--- src/pkg/cond_coll_consts.svh ---
// Register offsets, field positions, reset values and timing limits of the condition unit.
// Included by the package and the design; definitions only.
`ifndef COND_COLL_CONSTS_SVH
`define COND_COLL_CONSTS_SVH

`define OFS_RELOAD 8'h00
`define OFS_CONTROL_TWO 8'h04
`define OFS_STATUS 8'h08
`define OFS_IRQ_STATUS 8'h0C
`define OFS_IRQ_CLEAR 8'h10
`define OFS_IRQ_ENABLE 8'h14

`define BIT_START 0
`define BIT_RESTART 1
`define BIT_STOP 2

`define EV_COLLISION 0
`define EV_DONE 1

`define RELOAD_RESET 8'h09
`define RELOAD_MIN 8'h03

`endif

--- src/pkg/cond_coll_pkg.sv ---
// Types shared by the condition unit: state codes, line levels and bus request fields.
// Assumes cond_coll_consts.svh in the include path.
`include "cond_coll_consts.svh"
package cond_coll_pkg;

typedef enum logic [3:0] {
	ST_IDLE = 4'b0000,
	ST_S_CHECK = 4'b0001,
	ST_S_COUNT1 = 4'b0010,
	ST_S_COUNT2 = 4'b0011,
	ST_R_COUNT1 = 4'b0100,
	ST_R_SCLWAIT = 4'b0101,
	ST_R_COUNT2 = 4'b0110,
	ST_R_COUNT3 = 4'b0111,
	ST_P_SDAWAIT = 4'b1000,
	ST_P_SCLWAIT = 4'b1001,
	ST_P_COUNT1 = 4'b1010,
	ST_P_COUNT2 = 4'b1011
} cond_state_e;

typedef struct packed {
	logic data;
	logic clock;
} line_level_s;

typedef struct packed {
	logic [7:0] addr;
	logic write;
} bus_req_s;

endpackage

--- src/hdl/cond_collision.sv ---
// Start, repeated start and stop generation with bus collision detection, AHB-Lite slave.
// Assumes the line inputs are asynchronous, open-drain pads resolved outside.
//
// Added by the designer: the address map and the AHB-Lite register port.
`timescale 1ns/1ns
`include "cond_coll_consts.svh"

module cond_collision #(
	parameter int RELOAD_WIDTH = 8
)(
	// System
	input wire logic CLK,
	input wire logic SRST,
	// AHB-Lite slave
	input wire logic HSEL,
	input wire logic [31:0] HADDR,
	input wire logic [1:0] HTRANS,
	input wire logic HWRITE,
	input wire logic [2:0] HSIZE,
	input wire logic [31:0] HWDATA,
	input wire logic HREADY,
	output logic [31:0] HRDATA,
	output logic HREADYOUT,
	output logic HRESP,
	// Bus lines, open drain
	input wire logic BUS_DATA_PIN_IN,
	output logic BUS_DATA_PIN_OUT,
	output logic BUS_DATA_PIN_OE,
	input wire logic BUS_CLOCK_PIN_IN,
	output logic BUS_CLOCK_PIN_OUT,
	output logic BUS_CLOCK_PIN_OE,
	// Interrupt
	output logic IRQ
);
	import cond_coll_pkg::*;

	// Narrower than 4 bits would truncate the reset reload value
	if (RELOAD_WIDTH < 4 || RELOAD_WIDTH > 8)
	begin : gen_width_check
		$error("RELOAD_WIDTH must lie in 4..8");
	end

	// Synchroniser and line view
	line_level_s sync1;
	line_level_s sync2;
	line_level_s line;

	always_ff @(posedge CLK)
	begin
		if (SRST)
		begin
			sync1 <= '{data: 1'b1, clock: 1'b1};
			sync2 <= '{data: 1'b1, clock: 1'b1};
		end
		else
		begin
			sync1 <= '{data: BUS_DATA_PIN_IN, clock: BUS_CLOCK_PIN_IN};
			sync2 <= sync1;
		end
	end
	assign line = sync2;

	// Registers
	logic [RELOAD_WIDTH-1:0] reload;
	logic [2:0] request;
	logic [1:0] irq_status;
	logic [1:0] irq_enable;
	bus_req_s dphase;
	logic dphase_valid;
	logic take;

	cond_state_e state;
	logic [RELOAD_WIDTH-1:0] baud_down_counter;
	logic drive_data_low;
	logic drive_clock_low;
	logic collision;
	logic done;

	assign take = HSEL && HREADY && HTRANS[1];

	always_ff @(posedge CLK)
	begin
		if (SRST)
		begin
			dphase_valid <= 1'b0;
			dphase <= '0;
		end
		else
		begin
			dphase_valid <= take;
			if (take)
				dphase <= '{addr: HADDR[7:0], write: HWRITE};
		end
	end

	function automatic logic is_write(input bus_req_s r, input logic v, input logic [7:0] ofs);
		is_write = v && r.write && (r.addr[7:2] == ofs[7:2]);
	endfunction

	always_ff @(posedge CLK)
	begin
		if (SRST)
			reload <= RELOAD_WIDTH'(`RELOAD_RESET);
		else if (is_write(dphase, dphase_valid, `OFS_RELOAD))
			reload <= HWDATA[RELOAD_WIDTH-1:0];
	end

	always_ff @(posedge CLK)
	begin
		if (SRST)
			irq_enable <= 2'h0;
		else if (is_write(dphase, dphase_valid, `OFS_IRQ_ENABLE))
			irq_enable <= HWDATA[1:0];
	end

	// Set wins over a simultaneous clear
	always_ff @(posedge CLK)
	begin
		if (SRST)
			irq_status <= 2'h0;
		else
		begin
			if (is_write(dphase, dphase_valid, `OFS_IRQ_CLEAR))
				irq_status <= (irq_status & ~HWDATA[1:0]) | {done, collision};
			else
				irq_status <= irq_status | {done, collision};
		end
	end

	assign IRQ = |(irq_status & irq_enable);

	// Requests: one at a time; priority start, restart, stop; self-clearing
	always_ff @(posedge CLK)
	begin
		if (SRST)
			request <= 3'h0;
		else if (collision || done)
			request <= 3'h0;
		else if (is_write(dphase, dphase_valid, `OFS_CONTROL_TWO) && request == 3'h0)
		begin
			if (HWDATA[`BIT_START])
				request <= 3'b001;
			else if (HWDATA[`BIT_RESTART])
				request <= 3'b010;
			else if (HWDATA[`BIT_STOP])
				request <= 3'b100;
		end
	end

	always_comb
	begin
		HRDATA = 32'h0;
		if (dphase_valid && !dphase.write)
		begin
			unique case (dphase.addr[7:2])
				6'(`OFS_RELOAD >> 2): HRDATA = 32'(reload);
				6'(`OFS_CONTROL_TWO >> 2): HRDATA = {29'h0, request};
				6'(`OFS_STATUS >> 2): HRDATA = {24'h0, state, 2'h0, line.clock, line.data};
				6'(`OFS_IRQ_STATUS >> 2): HRDATA = {30'h0, irq_status};
				6'(`OFS_IRQ_ENABLE >> 2): HRDATA = {30'h0, irq_enable};
				default: HRDATA = 32'h0;
			endcase
		end
	end
	assign HREADYOUT = 1'b1;
	assign HRESP = 1'b0;

	// Condition sequencer
	logic expired;
	assign expired = (baud_down_counter == '0);

	always_ff @(posedge CLK)
	begin
		if (SRST)
		begin
			state <= ST_IDLE;
			baud_down_counter <= '0;
			drive_data_low <= 1'b0;
			drive_clock_low <= 1'b0;
			collision <= 1'b0;
			done <= 1'b0;
		end
		else
		begin
			collision <= 1'b0;
			done <= 1'b0;
			if (!expired)
				baud_down_counter <= baud_down_counter - 1'b1;
			unique case (state)
				ST_IDLE:
				begin
					if (request[`BIT_START] && !done && !collision)
					begin
						drive_data_low <= 1'b0;
						drive_clock_low <= 1'b0;
						state <= ST_S_CHECK;
					end
					else if (request[`BIT_RESTART] && !done && !collision)
					begin
						drive_data_low <= 1'b0;
						baud_down_counter <= reload;
						state <= ST_R_COUNT1;
					end
					else if (request[`BIT_STOP] && !done && !collision)
					begin
						drive_data_low <= 1'b1;
						state <= ST_P_SDAWAIT;
					end
				end
				ST_S_CHECK:
				begin
					if (!line.data || !line.clock)
					begin
						collision <= 1'b1;
						state <= ST_IDLE;
					end
					else
					begin
						baud_down_counter <= reload;
						state <= ST_S_COUNT1;
					end
				end
				ST_S_COUNT1:
				begin
					if (!line.data)
					begin
						// Another master started first; follow it, no flag
						baud_down_counter <= reload;
						drive_data_low <= 1'b1;
						state <= ST_S_COUNT2;
					end
					else if (!line.clock)
					begin
						collision <= 1'b1;
						state <= ST_IDLE;
					end
					else if (expired)
					begin
						drive_data_low <= 1'b1;
						baud_down_counter <= reload;
						state <= ST_S_COUNT2;
					end
				end
				ST_S_COUNT2:
				begin
					if (expired)
					begin
						drive_clock_low <= 1'b1;
						done <= 1'b1;
						state <= ST_IDLE;
					end
				end
				ST_R_COUNT1:
				begin
					if (expired)
					begin
						drive_clock_low <= 1'b0;
						state <= ST_R_SCLWAIT;
					end
				end
				ST_R_SCLWAIT:
				begin
					if (line.clock)
					begin
						if (!line.data)
						begin
							collision <= 1'b1;
							state <= ST_IDLE;
						end
						else
						begin
							baud_down_counter <= reload;
							state <= ST_R_COUNT2;
						end
					end
				end
				ST_R_COUNT2:
				begin
					if (!line.clock && line.data)
					begin
						collision <= 1'b1;
						state <= ST_IDLE;
					end
					else if (!line.data)
					begin
						// Falling data from another master is arbitration, not collision
						drive_data_low <= 1'b1;
						baud_down_counter <= reload;
						state <= ST_R_COUNT3;
					end
					else if (expired)
					begin
						drive_data_low <= 1'b1;
						baud_down_counter <= reload;
						state <= ST_R_COUNT3;
					end
				end
				ST_R_COUNT3:
				begin
					if (expired)
					begin
						drive_clock_low <= 1'b1;
						done <= 1'b1;
						state <= ST_IDLE;
					end
				end
				ST_P_SDAWAIT:
				begin
					if (!line.data)
					begin
						drive_clock_low <= 1'b0;
						state <= ST_P_SCLWAIT;
					end
				end
				ST_P_SCLWAIT:
				begin
					if (line.clock)
					begin
						baud_down_counter <= reload;
						state <= ST_P_COUNT1;
					end
				end
				ST_P_COUNT1:
				begin
					if (!line.clock)
					begin
						collision <= 1'b1;
						state <= ST_IDLE;
					end
					else if (expired)
					begin
						drive_data_low <= 1'b0;
						baud_down_counter <= reload;
						state <= ST_P_COUNT2;
					end
				end
				ST_P_COUNT2:
				begin
					if (!line.clock && !line.data)
					begin
						collision <= 1'b1;
						state <= ST_IDLE;
					end
					else if (expired)
					begin
						if (!line.data)
							collision <= 1'b1;
						else
							done <= 1'b1;
						state <= ST_IDLE;
					end
				end
				default:
					state <= ST_IDLE;
			endcase
			if (state != ST_IDLE && state != ST_S_COUNT2 && state != ST_R_COUNT3
				&& state != ST_S_CHECK && next_abort(state, line))
			begin
				drive_data_low <= 1'b0;
				drive_clock_low <= 1'b0;
			end
			else if (state == ST_S_CHECK && (!line.data || !line.clock))
			begin
				drive_data_low <= 1'b0;
				drive_clock_low <= 1'b0;
			end
		end
	end

	// Collision term per state, shared by the release logic
	function automatic logic next_abort(input cond_state_e s, input line_level_s l);
		next_abort = 1'b0;
		unique case (s)
			ST_S_COUNT1: next_abort = l.data && !l.clock;
			ST_R_SCLWAIT: next_abort = l.clock && !l.data;
			ST_R_COUNT2: next_abort = !l.clock && l.data;
			ST_P_COUNT1: next_abort = !l.clock;
			ST_P_COUNT2: next_abort = !l.data && (!l.clock || expired);
			default: next_abort = 1'b0;
		endcase
	endfunction

	// Open-drain drivers: only ever pull low
	assign BUS_DATA_PIN_OUT = 1'b0;
	assign BUS_DATA_PIN_OE = drive_data_low;
	assign BUS_CLOCK_PIN_OUT = 1'b0;
	assign BUS_CLOCK_PIN_OE = drive_clock_low;
endmodule

--- config.mk ---
export PLATFORM = sky130hd
export DESIGN_NAME = cond_collision
export DESIGN_NICKNAME = d
export VERILOG_FILES = /design/src/pkg/cond_coll_pkg.sv /design/src/hdl/cond_collision.sv
export VERILOG_INCLUDE_DIRS = /design/src /design/src/pkg
export SDC_FILE = /design/constraint.sdc
export NUM_CORES = 1
export LEC_CHECK = 0
export BUFFER_PORTS_ARGS = -buffer_cell sky130_fd_sc_hd__buf_4
export CORE_ASPECT_RATIO = 0.75
export CORE_UTILIZATION = 51
export DETAILED_ROUTE_END_ITERATION = 12
export PLACE_DENSITY = 0.88
export SLEW_MARGIN = 20
export SYNTH_ARGS = -nofsm -noshare
export SYNTH_HDL_FRONTEND = slang
export SYNTH_SLANG_ARGS = --single-unit
--- constraint.sdc ---
create_clock -name CLK -period 2.5 [get_ports CLK]
set_input_delay 0.375 -clock CLK [delete_from_list [all_inputs] [get_ports CLK]]
set_output_delay 0.375 -clock CLK [all_outputs]
set_load 0.02 [all_outputs]
==> impl_metrics.tcl <==
set metrics [dict create \
    dpl_cell_area_mm2 0.00350 \
    dp_hpwl_mm 7.34 \
    cp.arrival_ns 2.52 \
    hold_violations 0 \
    dr_wl_met2_mm 4.18 \
    cts_tree "done" \
    slowest_stage "dfxtp_1" \
    grt_usage_pct 30.8 \
    firstDrtPassIters 8 \
    dr.max_layer_used "met4" \
    path_max_fanout 20 \
    layout-drive-gt1-share_pct 18.9 \
    critPathMaxStageDelay_ns 0.76 \
    dieWidth_um 93.4 \
    rows 24 \
    num-fill-cells 537 \
    nets 527 \
    r2r_slack_ns 0.17 \
    syn_inst 412 \
    grt_pass1_wl_mm 15.9 \
    p_per_area_mw_per_mm2 702 \
    place_congestion 0.957 \
    grt_setup_unrepaired "no" \
    postCtsSetupRepairBufs 0 \
    antenna_found_initial 0 \
    grt_max_degree 38 \
    clock_latency_ns 0.30 \
    leakagePower_uw 0.00147 \
    setup.worst_path.class "flip-flop to flip-flop" \
    tightest_slew_ns 0.664 \
    initialDrtViolationCount 405 \
    yosysWarnings 0 \
    clk_pin_slew_ns 0.08 \
    final_area_mm2 0.00360 \
    pin_count 115 \
    finalMaxSlewViolations 0 \
    slew_headroom_pct 55.3 \
    viasPerCell 6.48 \
    via_count 3424 \
    status "completed" \
    initial_utilization_pct 54.0 \
    die_area_mm2 0.00659 \
    syn_area_per_cell_um2 7.76 \
    synthToLayoutAreaGrowth_pct 12.8 \
    end_kind "flip-flop" \
    min_to "sync1[0]" \
    totalWireLength_mm 9.88 \
    grt_pass1_vias 3071 \
    place_inst 520 \
    ys_ff_latch 43 \
    cts_hold_buf 0 \
    clk_path_buf_depth 2 \
    min_from "BUS_CLOCK_PIN_IN" \
    final_common_cell "buf_4" \
    tns_ns 0 \
    htree_levels 2 \
    antennaDiodeCount 0 \
    holdWs_ns 0.261 \
    wire_per_inst_um 18.7 \
    r2r-end "baud_down_counter[7]" \
    clock.fmax_mhz 428 \
    grt-ovfl-total 0 \
    synth_flop_cell "dfxtp_1" \
    instances_no_fill 528 \
    die_h_um 70.6 \
    drc 0 \
    ir_worst_vdd_v 0.000439 \
    clock-root-buffer "clkbuf_8" \
    most-common-layout-cells "buf_4 (56), dfxtp_1 (43), nor2_1 (42)" \
    synthArstFlopShare_pct 0 \
    wirelength_met1_mm 4.31 \
    r2r_cells 5 \
    fin_crit_ns 2.33 \
    yosysUniqueCellTypes 66 \
    clock-sinks 43 \
    drv_cap 0 \
    final_antenna_net_count 0 \
    worst_setup_path_start_kind "flip-flop" \
    seq_area_um2 861 \
    r2r-start "state[3]" \
    critPathBufInv 0 \
    path_cells "nor2b_1 -> o211ai_1 -> nand2_1 -> a2111o_1 -> o311a_1" \
    multi_input_area_mm2 0.00210 \
    cp_top_family "compound AO/OA/AOI/OAI gates" \
    finalCritPeriodShare_pct 93.4 \
    core-area_mm2 0.00592 \
    synth_area_mm2 0.00320 \
    hold_depth 2 \
    setup.worst_path.start "state[3]" \
    skew_ns 0.00698 \
    hold_path_class "input pin to flip-flop" \
    synth_edf_count 0 \
    setup_viol 0 \
    io_buffers 32 \
    cts_made_buffers 5 \
    wl_met3_mm 1.22 \
    required_ns 2.69 \
    ys_seq_area_share_pct 26.9 \
]
-- per-stage QoR --
step           utilization (%)  setup WS, ns  power (uW)
2_1_floorplan                -         0.413        1700
3_3_place_gp              59.2         0.272        1970
3_5_place_dp              59.2         0.219        2020
4_1_cts                   60.7        0.0686        2460
5_1_grt                   60.9        0.0125        2650
6_report                  60.9         0.166        2530
-- cell type report --
cell class,instances,area share (%)
Clock buffer,6,2.01
Clock inverter,2,0.347
Inverter,12,1.25
Multi-Input combinational cell,331,58.1
Sequential cell,43,23.9
Tap cell,78,2.71
Timing Repair Buffer,56,11.7
-- repair_timing --
action,4_1_cts,5_1_grt
hold endpoints to repair,0,0
setup endpoints to repair,0,2
gates resized for setup,0,4
-- worst register-to-register path, delay by kind of cell (launching register included) --
family | cells | cell delay (ns)
compound gates | 3 | 1.21
simple gates | 2 | 0.26
flops | 1 | 0.76
-- where the power goes --
group	switching (uW)	internal [uW]
Clock	249	196
Combinational	689	538
Sequential	107	750
Total	1050	1480
-- synth_stat cells (7+ instances only) --
cell type | n | area share (%)
a22oi_1 | 7 | 1.6
nand2_1 | 26 | 3.1
inv_1 | 12 | 1.4
nor3_1 | 9 | 1.4
nand3_1 | 10 | 1.6
a21oi_1 | 24 | 3.8
o21ai_0 | 17 | 2.7
o211ai_1 | 9 | 2.1
nor4_1 | 9 | 1.8
nor2b_1 | 9 | 1.8
nor2_1 | 42 | 4.9
or2_2 | 8 | 1.6
mux2i_1 | 23 | 7.2
clkbuf_1 | 21 | 2.5
dfxtp_1 | 43 | 27
buf_4 | 28 | 6.6
nand2b_1 | 10 | 2.0
-- per-layer routing --
layer,GRT usage (%),up-vias
li1,-,1559
met1,46.3,1590
met2,43.9,246
met3,7.31,29
met4,7.86,0
met5,0,-
-- registers in the layout (all words and copies together) (netlist names) --
name               cells
state                  4
done                   1
baud_down_counter      8
sync1                  2
dphase                 7
dphase_valid           1
reload                 8
irq_status             2
collision              1
request                3
BUS_DATA_PIN_OE        1
irq_enable             2
BUS_CLOCK_PIN_OE       1
line                   2
-- kinds of logic after synthesis --
family	Yosys count	share of synthesized area (%)
simple gates	156	26.7
compound gates	119	26.2
buf+inv	64	11.1
flops	43	26.9
mux	24	7.55
fa+ha+maj	2	0.783
other cells	2	0.235
xor+xnor	2	0.548
-- how the worst max path moves through the flow --
stage | endpoint | slack [ns] | cells past startpoint
2_1_floorplan | state[2] | 0.41 | 8
3_3_place_gp | state[2] | 0.27 | 7
6_report | baud_down_counter[7] | 0.17 | 5
4_1_cts | HRDATA[6] | 0.07 | 4
3_5_place_dp | baud_down_counter[4] | 0.22 | 8
5_1_grt | baud_down_counter[7] | 0.01 | 5
No activity file was read; power rests on OpenSTA's default activity.
